`config.mk`:
```
export PLATFORM = sky130hd
export DESIGN_NAME = fpc_top
export DESIGN_NICKNAME = d
export VERILOG_FILES = /design/src/inc/fpc_pkg.sv /design/src/core/fpc_scen_check.sv /design/src/core/fpc_top.sv
export SDC_FILE = /design/constraint.sdc
export NUM_CORES = 1
export LEC_CHECK = 0
export BUFFER_PORTS_ARGS = -buffer_cell sky130_fd_sc_hd__buf_2
export CAP_MARGIN = 20
export CORE_MARGIN = 2
export CORE_UTILIZATION = 35
export DETAILED_ROUTE_END_ITERATION = 16
export GPL_TIMING_DRIVEN = 0
export HOLD_SLACK_MARGIN = 0.03
export PLACE_DENSITY = 0.68
export SLEW_MARGIN = 40
export SYNTH_ARGS = -nofsm -noshare
export SYNTH_HDL_FRONTEND = slang
export SYNTH_HIERARCHICAL = 1
export SYNTH_SLANG_ARGS = --single-unit
```
`constraint.sdc`:
```
create_clock -name core_clk -period 2.7 [get_ports core_clk]
set_clock_uncertainty 0.05 [all_clocks]
set_input_delay 0 -clock core_clk [delete_from_list [all_inputs] [get_ports core_clk]]
set_output_delay 0 -clock core_clk [all_outputs]
set_load 0.01 [all_outputs]
```
`src/inc/fpc_pkg.sv`:
```
// Constants, types and carriers for the flash protection and command object block
// What this block does
// - Disallowed program-flash scenario writes are discarded
// - Scenario transitions follow the fixed allowed table
// - Program-flash register reads the scenario in force
// - Data-flash size only grows, open only clears
// - Open bit set makes size irrelevant
// - Data-flash protection loaded from configuration byte at reset
// - Double fault at load gives full data-flash protection, scenario still loaded
// - Protected program or erase sets violation, no change
// - Data-flash block erase refused when any protection
// - Protected range from base, (size+1) times 256 bytes
// - Open at bit 7, size at bits 4:0
// - Six 16-bit words, indexed, byte-wide access
// - Writing 1 to complete flag launches, clears it
// - Object locked from launch until flag returns
// - Results land in object, read after completion
// - Indices 6 and 7 ignore writes, read zero
// - Word 0 code and address high, word 1 low, data after
// - Flag low means all bus writes to the object ignored
package fpc_pkg;

  // Register byte offsets on the APB slave
  localparam logic [7:0] FPC_OFF_PFPROT   = 8'h00;
  localparam logic [7:0] FPC_OFF_DATA_FLASH_PROTECT_REG   = 8'h04;
  localparam logic [7:0] FPC_OFF_FLASH_STATUS_REG    = 8'h08;
  localparam logic [7:0] FPC_OFF_INDEX    = 8'h0C;
  localparam logic [7:0] FPC_OFF_COB      = 8'h10;
  localparam logic [7:0] FPC_OFF_IRQ_ST   = 8'h14;
  localparam logic [7:0] FPC_OFF_IRQ_MASK = 8'h18;

  // Field positions
  localparam int FPC_DF_OPEN_BIT  = 7;
  localparam int FPC_FLASH_STATUS_REG_COMMAND_COMPLETE_FLAG   = 7;
  localparam int FPC_FLASH_STATUS_REG_VIOL   = 4;
  localparam int FPC_IRQ_DONE     = 0;
  localparam int FPC_IRQ_VIOL     = 1;
  localparam int FPC_COB_ZERO_BIT = 7;

  // Data-flash protected window
  localparam logic [22:0] FPC_DF_BASE       = 23'h10_0000;
  localparam int          FPC_DF_STEP_BYTES = 256;
  localparam int          FPC_DF_SHIFT      = $clog2(FPC_DF_STEP_BYTES);
  localparam int          FPC_DF_TOP        = FPC_DF_SHIFT + 5;
  localparam logic [22:0] FPC_CFG_DF_ADDR   = 23'h7F_FF0D;

  // Values after reset; the full size is also used after a faulty load
  localparam logic [2:0] FPC_PF_RST       = 3'h3;
  localparam logic [4:0] FPC_DF_SIZE_FULL = 5'h1F;

  // Command object geometry and word roles
  localparam logic [2:0] FPC_COB_WORDS   = 3'h6;
  localparam logic [2:0] FPC_IDX_ADDR_HI = 3'h0;
  localparam logic [2:0] FPC_IDX_ADDR_LO = 3'h1;

  // Data-flash command codes seen by the protection check
  localparam logic [7:0] FPC_CMD_ERASE_DBLK = 8'h10;
  localparam logic [7:0] FPC_CMD_PROG_D     = 8'h11;
  localparam logic [7:0] FPC_CMD_ERASE_DSEC = 8'h12;

  // Allowed scenario transitions, row per source, bit per target
  localparam logic [7:0][7:0] FPC_PF_ALLOWED = {8'hFF, 8'h5A, 8'h3C, 8'h18, 8'h08, 8'h0C, 8'h0A, 8'h0F};

  typedef enum logic [1:0] {FPC_LOAD, FPC_IDLE, FPC_CHECK, FPC_RUN} fpc_fsm_t;

  typedef struct packed {
    logic        valid;
    logic [22:0] addr;
  } fpc_cfg_req_t;

  typedef struct packed {
    logic       valid;
    logic [7:0] pf_byte;
    logic [7:0] df_byte;
    logic       dbl_fault;
  } fpc_cfg_rsp_t;

  typedef struct packed {
    logic            start;
    logic [7:0]      code;
    logic [22:0]     addr;
    logic [3:0][15:0] data;
  } fpc_exec_req_t;

  typedef struct packed {
    logic        done;
    logic        wr;
    logic [2:0]  idx;
    logic [15:0] data;
  } fpc_exec_rsp_t;

  typedef struct packed {
    fpc_fsm_t         fsm;
    logic [2:0]       pf_scen;
    logic             df_open;
    logic [4:0]       df_size;
    logic             command_complete_flag;
    logic             protection_violation_flag;
    logic [2:0]       idx;
    logic [5:0][15:0] cob;
    logic [1:0]       irq_st;
    logic [1:0]       irq_mask;
    logic             exec_start;
    logic [31:0]      prdata;
  } fpc_state_t;

  localparam fpc_state_t FPC_STATE_RST = '{
    fsm: FPC_LOAD, pf_scen: FPC_PF_RST, df_open: 1'b0, df_size: FPC_DF_SIZE_FULL,
    command_complete_flag: 1'b0, protection_violation_flag: 1'b0, idx: 3'h0, cob: '0, irq_st: 2'h0, irq_mask: 2'h0,
    exec_start: 1'b0, prdata: 32'h0000_0000};

endpackage : fpc_pkg

```
`src/core/fpc_scen_check.sv`:
```
// Program-flash protection scenario transition check
`timescale 1ns/1ps
module fpc_scen_check
  import fpc_pkg::*;
(
  input  wire logic [2:0] from_scen,
  input  wire logic [2:0] to_scen,
  output logic            allowed
);

  // Table lookup, row by current scenario, bit by requested one
  assign allowed = FPC_PF_ALLOWED[from_scen][to_scen];

endmodule : fpc_scen_check

```
`src/core/fpc_top.sv`:
```
// Flash protection registers and indexed command object with APB slave
//
// Implementation choices: the APB register port and the register addresses.
`timescale 1ns/1ps
module fpc_top
  import fpc_pkg::*;
(
  input  wire logic          core_clk,
  input  wire logic          nrst,
  input  wire logic          psel,
  input  wire logic          penable,
  input  wire logic          pwrite,
  input  wire logic [7:0]    paddr,
  input  wire logic [31:0]   pwdata,
  input  wire logic [3:0]    pstrb,
  output logic [31:0]        prdata,
  output logic               pready,
  output logic               pslverr,
  output logic               irq,
  output fpc_cfg_req_t       cfg_req,
  input  wire fpc_cfg_rsp_t  cfg_rsp,
  output fpc_exec_req_t      exec_req,
  input  wire fpc_exec_rsp_t exec_rsp
);

  fpc_state_t  st;
  fpc_state_t  next_st;
  logic        setup;
  logic        wr_acc;
  logic        mapped;
  logic [31:0] rd_val;
  logic        pf_ok;
  logic [7:0]  cmd_code;
  logic [22:0] cmd_addr;
  logic [22:0] df_off;
  logic        in_df;
  logic        prot_hit;
  logic        viol;
  logic        idx_ok;
  logic        cob_wr_ok;

  // APB phases; zero wait states since read data is caught in setup
  assign setup   = psel && !penable;
  assign wr_acc  = psel && penable && pwrite;
  assign pready  = 1'b1;
  assign pslverr = psel && penable && !mapped;
  assign prdata  = st.prdata;

  // Level interrupt from sticky status gated by mask
  assign irq = |(st.irq_st & st.irq_mask);

  // Configuration fetch requested for as long as the load is pending
  assign cfg_req.valid = (st.fsm == FPC_LOAD);
  assign cfg_req.addr  = FPC_CFG_DF_ADDR;

  // Command parameters come straight from the object flops
  assign exec_req.start = st.exec_start;
  assign exec_req.code  = st.cob[FPC_IDX_ADDR_HI][15:8];
  assign exec_req.addr  = cmd_addr;
  assign exec_req.data  = st.cob[5:2];

  // Scenario transition table
  fpc_scen_check u_scen (
    .from_scen (st.pf_scen),
    .to_scen   (pwdata[2:0]),
    .allowed   (pf_ok)
  );

  // Target address split across the first two words
  assign cmd_code = st.cob[FPC_IDX_ADDR_HI][15:8];
  assign cmd_addr = {st.cob[FPC_IDX_ADDR_HI][6:0], st.cob[FPC_IDX_ADDR_LO]};
  assign df_off   = cmd_addr - FPC_DF_BASE;

  // Window test avoids a multiplier: offset below (size+1) steps
  assign in_df = (cmd_addr >= FPC_DF_BASE) && (df_off[22:FPC_DF_TOP] == '0)
                 && (df_off[FPC_DF_TOP-1:FPC_DF_SHIFT] <= st.df_size);
  assign prot_hit = !st.df_open && in_df;

  // Violation: protected program or sector erase, or any block erase under protection
  assign viol = (((cmd_code == FPC_CMD_PROG_D) || (cmd_code == FPC_CMD_ERASE_DSEC)) && prot_hit)
                || ((cmd_code == FPC_CMD_ERASE_DBLK) && !st.df_open);

  // Implemented object words and the lock
  assign idx_ok    = (st.idx < FPC_COB_WORDS);
  assign cob_wr_ok = st.command_complete_flag && (st.fsm == FPC_IDLE) && idx_ok;

  // Read mux and address decode
  always_comb begin
    rd_val = 32'h0000_0000;
    mapped = 1'b1;
    case (paddr)
      FPC_OFF_PFPROT: begin
        rd_val[2:0] = st.pf_scen;
      end
      FPC_OFF_DATA_FLASH_PROTECT_REG: begin
        rd_val[FPC_DF_OPEN_BIT] = st.df_open;
        rd_val[4:0]             = st.df_size;
      end
      FPC_OFF_FLASH_STATUS_REG: begin
        rd_val[FPC_FLASH_STATUS_REG_COMMAND_COMPLETE_FLAG] = st.command_complete_flag;
        rd_val[FPC_FLASH_STATUS_REG_VIOL] = st.protection_violation_flag;
      end
      FPC_OFF_INDEX: begin
        rd_val[2:0] = st.idx;
      end
      FPC_OFF_COB: begin
        // Unused indices read as zero
        if (idx_ok) begin
          rd_val[15:0] = st.cob[st.idx];
        end
      end
      FPC_OFF_IRQ_ST: begin
        rd_val[1:0] = st.irq_st;
      end
      FPC_OFF_IRQ_MASK: begin
        rd_val[1:0] = st.irq_mask;
      end
      default: begin
        mapped = 1'b0;
      end
    endcase
  end

  // Next state: software writes first, hardware events after so a set beats a clear
  always_comb begin
    next_st            = st;
    next_st.exec_start = 1'b0;
    if (setup) begin
      next_st.prdata = rd_val;
    end
    if (wr_acc) begin
      case (paddr)
        FPC_OFF_PFPROT: begin
          // Illegal scenario is dropped silently
          if (pf_ok && (st.fsm != FPC_LOAD)) begin
            next_st.pf_scen = pwdata[2:0];
          end
        end
        FPC_OFF_DATA_FLASH_PROTECT_REG: begin
          // Protection may only be added
          if (st.fsm != FPC_LOAD) begin
            next_st.df_open = st.df_open && pwdata[FPC_DF_OPEN_BIT];
            if (pwdata[4:0] > st.df_size) begin
              next_st.df_size = pwdata[4:0];
            end
          end
        end
        FPC_OFF_FLASH_STATUS_REG: begin
          if (pwdata[FPC_FLASH_STATUS_REG_VIOL]) begin
            next_st.protection_violation_flag = 1'b0;
          end
          // Writing one to the complete flag launches the command
          if (pwdata[FPC_FLASH_STATUS_REG_COMMAND_COMPLETE_FLAG] && st.command_complete_flag && (st.fsm == FPC_IDLE)) begin
            next_st.command_complete_flag = 1'b0;
            next_st.fsm  = FPC_CHECK;
          end
        end
        FPC_OFF_INDEX: begin
          next_st.idx = pwdata[2:0];
        end
        FPC_OFF_COB: begin
          // Byte lanes land separately; locked writes vanish with no error
          if (cob_wr_ok) begin
            if (pstrb[1]) begin
              next_st.cob[st.idx][15:8] = pwdata[15:8];
            end
            if (pstrb[0]) begin
              next_st.cob[st.idx][7:0] = pwdata[7:0];
              if (st.idx == FPC_IDX_ADDR_HI) begin
                next_st.cob[st.idx][FPC_COB_ZERO_BIT] = 1'b0;
              end
            end
          end
        end
        FPC_OFF_IRQ_ST: begin
          next_st.irq_st = st.irq_st & ~pwdata[1:0];
        end
        FPC_OFF_IRQ_MASK: begin
          next_st.irq_mask = pwdata[1:0];
        end
        default: begin
        end
      endcase
    end
    case (st.fsm)
      FPC_LOAD: begin
        // Commands stay blocked until protection is loaded
        if (cfg_rsp.valid) begin
          next_st.pf_scen = cfg_rsp.pf_byte[2:0];
          if (cfg_rsp.dbl_fault) begin
            next_st.df_open = 1'b0;
            next_st.df_size = FPC_DF_SIZE_FULL;
          end else begin
            next_st.df_open = cfg_rsp.df_byte[FPC_DF_OPEN_BIT];
            next_st.df_size = cfg_rsp.df_byte[4:0];
          end
          next_st.command_complete_flag = 1'b1;
          next_st.fsm  = FPC_IDLE;
        end
      end
      FPC_IDLE: begin
      end
      FPC_CHECK: begin
        // Refused commands never reach the array
        if (viol) begin
          next_st.protection_violation_flag                = 1'b1;
          next_st.command_complete_flag                  = 1'b1;
          next_st.irq_st[FPC_IRQ_VIOL] = 1'b1;
          next_st.irq_st[FPC_IRQ_DONE] = 1'b1;
          next_st.fsm                   = FPC_IDLE;
        end else begin
          next_st.exec_start = 1'b1;
          next_st.fsm        = FPC_RUN;
        end
      end
      FPC_RUN: begin
        // Executor may return results into the object
        if (exec_rsp.wr && (exec_rsp.idx < FPC_COB_WORDS)) begin
          next_st.cob[exec_rsp.idx] = exec_rsp.data;
        end
        if (exec_rsp.done) begin
          next_st.command_complete_flag                  = 1'b1;
          next_st.irq_st[FPC_IRQ_DONE] = 1'b1;
          next_st.fsm                   = FPC_IDLE;
        end
      end
      default: begin
        next_st = FPC_STATE_RST;
      end
    endcase
  end

  // State register
  always_ff @(posedge core_clk or negedge nrst) begin
    if (!nrst) begin
      st <= FPC_STATE_RST;
    end else begin
      st <= next_st;
    end
  end
endmodule : fpc_top

```
==> results of run 1 <==
==> final timing paths <==
path	startpoint	to	slack, ns	cells past startpoint
max	st[135]	prdata[4]	0.11	6
min	paddr[4]	st[145]	0.02	5
max reg2reg	st[135]	prdata[4]	0.11	6
min reg2reg	st[136]	st[136]	0.44	2
max in group asynchronous	nrst	exec_req[43]	2.19	3
min in group asynchronous	nrst	st[143]	0.10	3
==> tightest hold or removal path: stages <==
cell,delay [ns]
buf_2,0.09
or3_4,0.13
nor4_4,0.05
mux2i_1,0.14
a21oi_1,0.08
==> where the power goes <==
group | leakage [nW] | internal [mW] | switching, mW
registers | 1.80 | 2.01 | 0.0213
logic | 4.30 | 0.208 | 0.251
clock network | 0.263 | 1.34 | 0.849
total | 6.36 | 3.56 | 1.12
==> Yosys cell counts (6+ instances only) <==
library cell | instances | area, µm²
a21oi_1 | 28 | 140
o22ai_1 | 6 | 37.5
mux2i_1 | 124 | 1240
mux2_2 | 6 | 67.6
ha_1 | 13 | 163
o21ai_0 | 82 | 410
buf_4 | 154 | 1160
a31oi_1 | 11 | 68.8
o21ai_1 | 11 | 55.1
nor4_1 | 9 | 56.3
o221ai_1 | 12 | 105
and3_1 | 6 | 37.5
inv_1 | 18 | 67.6
nand2_1 | 116 | 435
dfstp_2 | 7 | 184
nor2_1 | 44 | 165
nor2b_1 | 7 | 43.8
a22o_1 | 12 | 105
nand3_1 | 10 | 50.1
buf_2 | 7 | 35.0
clkbuf_1 | 35 | 131
nand4_2 | 6 | 75.1
dfrtp_1 | 126 | 3150
mux4_2 | 6 | 135
==> per-stage QoR <==
stage	setup WS, ns	std cells	utilization [%]
final	0.108	1577	46.1
after global routing	-0.0940	1577	46.1
after CTS	0.0539	1577	46.0
after detailed placement	-0.132	1484	41.3
after global placement	-0.345	1482	41.1
after floorplan	0.587	978	-
==> metal layers <==
metal,global-route usage (%),up-vias,wire (µm)
met5,0,-,19
met4,8.89,2,980
met3,5.56,71,2800
met2,36.6,472,14200
met1,30.6,3812,12900
li1,-,3741,-
==> layout by cell type (no fill, tap or decap), types with 4 or more instances in the layout <==
master,netlist,final
conb_1,2,40
buf_2,7,181
nand2_1,116,116
ha_1,13,13
buf_4,154,156
dfrtp_1,126,126
a22o_1,12,12
nand4_1,5,5
a21oi_1,28,28
nand2b_1,5,5
o21ai_1,11,11
clkbuf_1,35,41
clkbuf_16,0,17
o221ai_1,12,12
a41oi_1,5,5
nor2b_1,7,7
mux2_2,6,6
a22oi_1,4,4
o21ai_0,82,82
nand4_2,6,6
mux2i_1,124,124
nor2_1,44,44
a31oi_1,11,11
mux4_2,6,6
inv_1,18,18
nand3_1,10,10
dlygate4sd3_1,0,59
nand3_4,4,4
and3_1,6,6
dfstp_2,7,7
o22ai_1,6,6
nor4_1,9,7
==> timing repair <==
action | 4_1_cts | 5_1_grt
setup endpoints to repair | 7 | 7
hold endpoints to repair | 245 | 0
resized for setup | 2 | 6
gates cloned | 0 | 0
setup buffers | 0 | 2
pin swaps | 0 | 1
hold buffers | 61 | 0
==> kinds of logic after synthesis <==
| group | after synthesis |
|---|---|
| other | 2 |
| buffers and inverters | 222 |
| xor gates and xnor gates | 2 |
| adders and majority gates | 13 |
| AOI/OAI and AO/OA | 192 |
| and+or+nand+nor | 240 |
| muxes | 136 |
| DFF | 133 |
==> state kept, by name, summed over array words and instances (netlist names) <==
signal / count
prdata: 16
exec_req: 96
st: 21
==> area by class of cell <==
class,instances,area (µm²)
repair buffers,238,1560
flip-flops and latches,133,3340
clock inverters,4,47.5
clock buffers,28,497
plain buffers,201,1370
inverters,20,75.1
multi-input cells,623,4250
well taps,330,413
fillers,2405,13500
==> run_results.csv, run 1 <==
group,metric,value,unit
detailed_routing,average_vias_per_placed_instance,5.14,
worst_setup_path,crit_path_end_kind,"flop",
final_layout,area_growth,30.5,%
grt,global_route_usage_over_all_layers,23.1,%
synthesis,post_synth.cell_area_avg,9.42,µm²
worst_setup_path,cp-start-kind,"flop",
cts,cts_htree_levels,4,
detailed_routing,final_antenna_net_count,0,
synthesis,number_of_enable_type_register_cells_in_the_synthesized_netlist,0,
placed_design,port_buffers,174,
worst_setup_path,cp_data_required_time,2.99,ns
detailed_routing,num_vias,8098,
sta,final_period_minus_worst_setup_slack,2.59,ns
grt,wire_length_of_the_first_global_routing_pass,45.9,mm
synthesis,synth.yosys.seq_area_share,37.7,%
cts,clk_latency,0.43,ns
worst_setup_path,critPathTopFamily,"compound AO/OA/AOI/OAI gates",
final_layout,final_cell_area,11600,µm²
floorplan,die_width,163,µm
run,maxCapViolCount,0,
worst_setup_path,critical_path_arrival,2.89,ns
synthesis,yosys_register_bits,133,
floorplan,io_pins,243,
synthesis,syn-instance-count,940,
cts,cts-root-to-sink-buffers,2,
synthesis,main_combinational_cell_family_by_area_after_synthesis,"multiplexers",
sta,max-slew-margin-rel,49.7,%
floorplan,initial_utilization,35.4,%
grt,initial_antenna_violation_count,1,
placed_design,post-dp-hpwl,22.8,mm
detailed_routing,routed_wirelength,30.8,mm
detailed_routing,drc_errors,0,
detailed_routing,wire_per_inst,19.5,µm
worst_setup_path,worst-path-max-fanout,10,
synthesis,netlist_area,8850,µm²
worst_setup_path,timing.critical_path.slowest_cell_delay,0.64,ns
final_layout,fraction_of_final_layout_cells_sized_beyond_drive_strength_1,33.6,%
grt,grt-ovfl-total,0,
detailed_routing,drt_iter0_markers,754,
power,p_total,4.68,mW
cts,clock_buffer_count_from_cts,17,
floorplan,design.core.area,25000,µm²
synthesis,synth_xor_area_share,0.198,%
sta,whs,0.0234,ns
power,leakage_power_figure,6.36,nW
power,worst_ir_drop_vdd,367,µV
synthesis,yosys.area_share.adder,1.84,%
synthesis,synth_mux_area_share,16.3,%
sta,unrepaired_setup_endpoints_after_global_routing,"yes",
floorplan,die_area,26600,µm²
cts,tritoncts,"built",
sta,hold_viol,0,
cts,ctsRootBufferMaster,"clkbuf_16",
sta,max_freq,386,MHz
grt,grt_max_degree,57,
sta,worst_slew_pin_slew,0.744,ns
worst_setup_path,buffers_plus_inverters_on_the_worst_setup_path,2,
worst_setup_path,critical_path.cell_chain,"buf_4 -> clkbuf_1 -> mux2i_1 -> o311ai_0 -> a22oi_1 -> o21ai_0",
sta,totalNegativeSetupSlack,0,ns
synthesis,synth.yosys.warnings,6,
sta,setup_violating_endpoint_count_in_the_final_report,0,
floorplan,die_h,163,µm
worst_setup_path,critPathSlowestCell,"o311ai_0",
cts,clk_transition_reported_paths,0.06,ns
synthesis,synth-async-reset-ratio,100,%
placed_design,gpl.final_weighted_congestion,0.897,
power,power.density_cell_area,405,nW/µm²
synthesis,synth-simple-area-share,14.2,%
run_status,run_status,"complete, no violations",
sta,final_max_slew_viol_count,0,
grt,first_global_vias,7773,
sta,finalCritPeriodShare,96.0,%
placed_design,post_dp_cell_area,10400,µm²
floorplan,placementRows,58,
synthesis,synthFlopType,"dfrtp_1",
cts,cts_sinks,133,
final_layout,nets,1335,
synthesis,synth_compound_area_share,13.4,%
detailed_routing,drt_pass1_iterations,5,
synthesis,synth_cell_types,66,
min_path,timing.hold.worst.class,"in -> reg",
worst_setup_path,timing.setup.critical_path_class,"reg -> reg",
final_layout,total_inserted_antenna_cells,0,
(Power assumes the default switching activity.)
==> run 2, diff against run 1 <==
- ABC_AREA: default -> 1
- PLACE_DENSITY: 0.68 -> 0.67
==> run 2 against run 1 <==
Compared with the run above: sequential cell count is the same; first-iteration DRC count grew 26%; non-clock buffer count grew 14; area after synthesis is 10% higher; largest cell class unchanged; sequential share of layout area fell by 2.4 points; largest power group unchanged; maximum frequency increased by 0.92%.
==> run_results.csv, run 2 <==
group,metric,value,unit
worst_setup_path,critical_path_arrival,2.89,ns
synthesis,syn-instance-count,1418,
synthesis,number_of_enable_type_register_cells_in_the_synthesized_netlist,0,
power,power.sequential.fraction,36.7,%
worst_setup_path,timing.critical_path.slowest_cell_delay,0.56,ns
cts,postCtsSetupBuffers,0,
synthesis,synth_cell_types,38,
cts,clock_buffer_count_from_cts,17,
cts,cts-root-to-sink-buffers,2,
cts,clk_latency,0.43,ns
cts,clk_transition_reported_paths,0.06,ns
grt,grt_max_degree,73,
cts,cts_sinks,133,
power,power.switching_fraction,31.6,%
power,power.density_cell_area,537,nW/µm²
final_layout,nets,1820,
final_layout,most_common_library_cell_in_the_layout_ignoring_fill_and_taps,"nand2_1",
floorplan,die_area,29200,µm²
worst_setup_path,critical_path.cell_chain,"inv_1 -> ha_1 -> nand2_1 -> nor2_1 -> nand2_1 -> nand3_1 -> nand3_2 -> nand2_1 -> nand3_1 -> nand2_1 -> dlygate4sd3_1 -> inv_1",
floorplan,initial_utilization,35.3,%
detailed_routing,wire_per_inst,16.7,µm
run_status,run_status,"complete, no violations",
grt,grt-ovfl-total,0,
worst_setup_path,cp_data_required_time,3.02,ns
sta,final_max_slew_viol_count,0,
cts,ctsRootBufferMaster,"clkbuf_16",
detailed_routing,final_antenna_net_count,0,
power,p_int,4.63,mW
final_layout,layout.area.seq,3340,µm²
worst_setup_path,r2r-end,"st[138]",
sta,final_period_minus_worst_setup_slack,2.57,ns
sta,unrepaired_setup_endpoints_after_global_routing,"yes",
floorplan,placementRows,61,
final_layout,fin_cells,2110,
power,share_comb_of_total_power,26.0,%
sta,finalCritPeriodShare,95.1,%
worst_setup_path,worst_path_most_repeated_cell,"nand2_1",
detailed_routing,drt_iter0_markers,953,
grt,initial_antenna_violation_count,0,
grt,global_route_usage_over_all_layers,23.9,%
worst_setup_path,regToRegSetupSlack,0.13,ns
synthesis,netlist_area,9740,µm²
min_path,hold_end,"prdata[2]",
sta,worst_slew_pin_slew,0.680,ns
synthesis,synth.most_common_cell,"nand2_1",
worst_setup_path,buffers_plus_inverters_on_the_worst_setup_path,3,
sta,setup_slack,0.131,ns
floorplan,design.core.area,27600,µm²
synthesis,yosys-top-cells-area,"dfrtp_1 (32%), nand2_1 (18%), buf_4 (12%)",
sta,max_freq,389,MHz
power,worst_ir_drop_vdd,284,µV
grt,first_global_vias,9402,
placed_design,place_inst,2012,
worst_setup_path,worstRegToRegCells,12,
placed_design,post-dp-hpwl,26.9,mm
final_layout,largest_register_ffs,96,
sta,setup_violating_endpoint_count_in_the_final_report,0,
synthesis,synth.yosys.warnings,6,
synthesis,synth.top_cells.by_count,"nand2_1 (466), inv_1 (170), buf_4 (162)",
sta,max-slew-margin-rel,54.7,%
floorplan,io_pins,243,
detailed_routing,drt_pass1_iterations,8,
worst_setup_path,critPathSlowestCell,"dfstp_2",
worst_setup_path,r2r_start,"st[142]",
synthesis,yosys_register_bits,133,
power,leakage_power_figure,6.79,nW
worst_setup_path,worst-path-max-fanout,6,
final_layout,multi_input_comb_area,4410,µm²
min_path,timing.hold.worst_path_depth,6,
worst_setup_path,cp-start-kind,"flop",
placed_design,dp_worst_setup_slack,0.504,ns
detailed_routing,num_vias,10445,
detailed_routing,drc_errors,0,
synthesis,synth_top_cell_area_share,32.4,%
floorplan,die_width,171,µm
min_path,hold_path.startpoint,"psel",
floorplan,die_h,171,µm
cts,cts_htree_levels,4,
worst_setup_path,crit_path_end_kind,"flop",
final_layout,layout_common_cells,"nand2_1 (466), buf_2 (203), inv_1 (169), buf_4 (162), nand3_1 (146)",
synthesis,synth-async-reset-ratio,100,%
detailed_routing,routed_wirelength,35.2,mm
final_layout,total_inserted_antenna_cells,0,
worst_setup_path,timing.setup.critical_path_class,"reg -> reg",
cts,tritoncts,"built",
synthesis,synth_area_leader_cell,"dfrtp_1",
run,maxCapViolCount,0,
placed_design,port_buffers,177,
worst_setup_path,critPathTopFamily,"simple AND/OR/NAND/NOR gates",
final_layout,fraction_of_final_layout_cells_sized_beyond_drive_strength_1,25.8,%
power,power.net_switching,2.14,mW
synthesis,synthFlopType,"dfrtp_1",
sta,hold_viol,0,
final_layout,area_growth,29.3,%
min_path,timing.hold.worst.class,"in -> reg",
final_layout,fillCellCount,2840,
power,p_clk_share,37.3,%
synthesis,post_synth.cell_area_avg,6.87,µm²
detailed_routing,average_vias_per_placed_instance,4.95,
placed_design,gpl.final_weighted_congestion,0.968,
grt,wire_length_of_the_first_global_routing_pass,53.3,mm
synthesis,synth.yosys.seq_area_share,34.2,%
[run 2: worst max path at each step]
stage / from / endpoint / slack, ns / cells past startpoint
detailed placement: st[135] / prdata[14] / 0.50 / 9
CTS: st[148] / st[140] / 0.03 / 10
global placement: nrst / exec_req[4] / -0.40 / 1
finish: st[142] / st[138] / 0.13 / 12
floorplan: st[142] / st[141] / 0.97 / 11
global route: st[142] / st[138] / -0.03 / 12
[run 2: logic make-up after synthesis]
group | count (synthesis) | synth area share, %
fa+ha+maj | 13 | 1.67
other cells | 2 | 0.0771
buf+inv | 389 | 22.2
flops | 133 | 34.2
compound gates | 76 | 4.40
simple gates | 805 | 37.4
[run 2: layer usage]
layer	up-vias	part of all wire, %	routed length [µm]	track usage (%)
li1	4970	-	-	-
met1	4855	42	14800	32.4
met2	535	47	16500	38.5
met3	85	7.5	2630	3.52
met4	0	3.6	1280	9.62
met5	-	0	0	0
[run 2: what timing repair did]
item / in CTS / in global routing
endpoints found under the hold margin: 241 / 0
hold buffers: 66 / 0
resized for setup: 0 / 7
endpoints found under the setup margin: 0 / 8
[run 2: per-stage QoR]
stage	hold slack [ns]	TNS (ns)	util, %	cell area, µm²	power, mW
5_1_grt	0.0699	-0.0351	45.6	12600	7.11
4_1_cts	0.0302	0	45.5	12600	6.74
3_5_place_dp	-0.0685	0	40.8	11300	4.07
2_1_floorplan	-0.346	0	-	9890	3.48
6_report	0.0357	0	45.6	12600	6.76
3_3_place_gp	0.166	-48.95	40.7	11200	4.03
[run 2: worst min-delay path, stage by stage]
cell and delay [ns]:
buf_2 0.11, inv_1 0.06, nor2_2 0.07, nand3_1 0.08
nor2_1 0.04, a21oi_1 0.11
[run 2: power groups by stage]
stage	clock [mW]	combinational, mW	sequential (mW)
global route	2.63	1.97	2.50
finish	2.52	1.76	2.48
floorplan	0	1.08	2.41
detailed placement	0	1.57	2.51
CTS	2.53	1.74	2.47
global placement	0	1.53	2.51
[run 2: cell type report]
class / count / area share [%]
buffer: 209 / 11.8
timing repair buffer: 244 / 12.6
multi-input combinational: 934 / 35.0
tap: 378 / 3.76
clock buffer: 20 / 3.55
inverter: 180 / 5.36
sequential: 133 / 26.5
clock inverter: 12 / 1.42
==> run 3, diff against run 2 <==
- ABC_AREA: 1 -> default
- CORE_MARGIN: 2 -> default
- PLACE_DENSITY: 0.67 -> 0.68
==> run 3 against run 2 <==
Compared with the run above: critical path depth decreased by 6; first-iteration DRC count fell by 26%; global-route usage shrank 0.15 points; routed wire length decreased by 12%; combinational power is 75% lower; sequential share of layout area increased by 2.5 points; setup slack got worse by 0.091 ns; worst hold slack improved by 0.0092 ns; cell area fell by 8.7%; critical path type unchanged; highest routed layer unchanged.
==> run_results.csv, run 3 (same netlist as run 1, synthesis figures left out) <==
group,metric,value,unit
placed_design,place_inst,1477,
detailed_routing,routed_wirelength,30.8,mm
final_layout,total_inserted_antenna_cells,0,
sta,worst_slew_pin_slew,0.790,ns
detailed_routing,wl_met3,2.94,mm
detailed_routing,num_vias,8053,
cts,clk_transition_reported_paths,0.06,ns
detailed_routing,met2_length,14.1,mm
worst_setup_path,cp-start-kind,"flop",
floorplan,die_area,25900,µm²
cts,cts-root-to-sink-buffers,2,
sta,unrepaired_setup_endpoints_after_global_routing,"no",
floorplan,initial_utilization,36.1,%
cts,clock_buffer_count_from_cts,17,
sta,max-slew-margin-rel,46.8,%
final_layout,fillCellCount,2378,
placed_design,gpl.final_weighted_congestion,0.906,
placed_design,post-dp-hpwl,22.6,mm
final_layout,utilization,46.9,%
sta,setup_violating_endpoint_count_in_the_final_report,0,
final_layout,multi_input_comb_area,4240,µm²
floorplan,design.core.area,24500,µm²
grt,global_route_usage_over_all_layers,23.8,%
power,leakage_power_figure,6.34,nW
sta,max_freq,376,MHz
power,power.switching_fraction,24.1,%
detailed_routing,wire_per_inst,19.7,µm
grt,initial_antenna_violation_count,0,
grt,grt_max_degree,71,
worst_setup_path,worst-path-max-fanout,10,
detailed_routing,drt_pass1_iterations,5,
sta,setup_slack,0.0402,ns
floorplan,die_h,161,µm
power,p_int,3.66,mW
sta,totalNegativeSetupSlack,0,ns
detailed_routing,drt_iter0_markers,707,
worst_setup_path,timing.setup.critical_path_class,"reg -> reg",
final_layout,fin_cells,1565,
worst_setup_path,crit_path_end_kind,"flop",
final_layout,fraction_of_final_layout_cells_sized_beyond_drive_strength_1,33.8,%
cts,cts_htree_levels,4,
worst_setup_path,cp_data_required_time,2.99,ns
sta,finalCritPeriodShare,98.5,%
power,power.density_cell_area,420,nW/µm²
floorplan,io_pins,243,
final_layout,layout_common_cells,"buf_2 (180), buf_4 (154), dfrtp_1 (126), mux2i_1 (124), nand2_1 (116)",
final_layout,nets,1329,
power,worst_ir_drop_vdd,322,µV
grt,wire_length_of_the_first_global_routing_pass,45.9,mm
min_path,timing.hold.worst.class,"in -> reg",
final_layout,layout.area.seq,3340,µm²
worst_setup_path,critical_path_arrival,2.95,ns
cts,cts_sinks,133,
grt,grt-ovfl-total,0,
cts,clk_latency,0.43,ns
placed_design,port_buffers,174,
detailed_routing,average_vias_per_placed_instance,5.15,
cts,ctsRootBufferMaster,"clkbuf_16",
placed_design,dp_worst_setup_slack,-0.237,ns
final_layout,largest_register_ffs,96,
detailed_routing,drc_errors,0,
floorplan,placementRows,57,
final_layout,area_growth,29.9,%
grt,first_global_vias,7719,
cts,tritoncts,"built",
detailed_routing,final_antenna_net_count,0,
power,p_clk_share,48.6,%
detailed_routing,routedLengthMet1,13.0,mm
run,maxCapViolCount,0,
power,power.net_switching,1.16,mW
power,share_comb_of_total_power,9.3,%
detailed_routing,highest_routed_layer,"met4",
sta,hold_viol,0,
run_status,run_status,"complete, no violations",
sta,final_max_slew_viol_count,0,
final_layout,most_common_library_cell_in_the_layout_ignoring_fill_and_taps,"buf_2",
floorplan,die_width,161,µm
sta,final_period_minus_worst_setup_slack,2.66,ns
power,power.sequential.fraction,42.2,%
run 3: cell count changes in the layout (fill, tap and decap cells not counted), moves of 9 or more:
cell / change
o221ai_1: +12
nand4_1: -97
dlygate4sd3_1: -9
nand2_1: -350
nand3_1: -136
inv_1: -151
o21ai_0: +56
a22o_1: +11
mux2i_1: +124
clkbuf_1: +21
nor2_1: -14
buf_2: -23
run 3: worst paths after layout:
path | start | cells after the start | endpoint | slack, ns
setup / recovery | st[135] | 6 | prdata[4] | 0.04
max in group asynchronous | nrst | 3 | exec_req[15] | 1.79
setup reg to reg | st[135] | 6 | prdata[4] | 0.04
hold reg to reg | prdata[4] | 2 | prdata[4] | 0.43
hold / removal | paddr[4] | 5 | st[145] | 0.04
min in group asynchronous | nrst | 2 | st[146] | 0.08
run 3: per-layer routing:
metal | GRT usage (%) | vias to the layer above
met5 | 0 | -
met4 | 8.70 | 0
met3 | 4.88 | 63
met2 | 37.0 | 448
met1 | 32.6 | 3815
li1 | - | 3727
run 3: repair_timing:
action                     4_1_cts  5_1_grt
setup endpoints to repair       13        7
hold buffers                    57        0
gates resized for setup          3        6
pin swaps                        0        0
hold endpoints to repair       246        0
cloned                           0        0
setup buffers                    0        0
run 3: critical path: stages (launching register included):
cell	delay (ns)
dfrtp_1	0.40
buf_4	0.24
clkbuf_1	0.63
mux2i_1	0.18
o311ai_0	0.64
a22oi_1	0.22
o21ai_0	0.20
run 3: layout make-up:
type / instances / area share, %
clock inverter: 8 / 0.849
tap: 324 / 3.53
buffer: 201 / 11.9
timing repair buffer: 232 / 12.9
sequential: 133 / 29.0
inverter: 20 / 0.653
multi-input combinational: 623 / 36.9
clock buffer: 24 / 4.28
run 3: stage by stage:
| stage | power [mW] | hold slack (ns) | area, µm² |
|---|---|---|---|
| floorplan | 2.26 | -0.346 | 9000 |
| global placement | 2.43 | 0.196 | 10300 |
| detailed placement | 2.44 | -0.0460 | 10300 |
| CTS | 4.84 | 0.0314 | 11500 |
| global route | 4.97 | 0.0694 | 11500 |
| finish | 4.82 | 0.0449 | 11500 |
run 3: power groups by stage:
stage	sequential, mW	combinational [mW]	clock, mW
2_1_floorplan	2.06	0.197	0
3_3_place_gp	2.07	0.365	0
3_5_place_dp	2.07	0.377	0
4_1_cts	2.03	0.442	2.37
5_1_grt	2.03	0.487	2.45
6_report	2.03	0.448	2.34
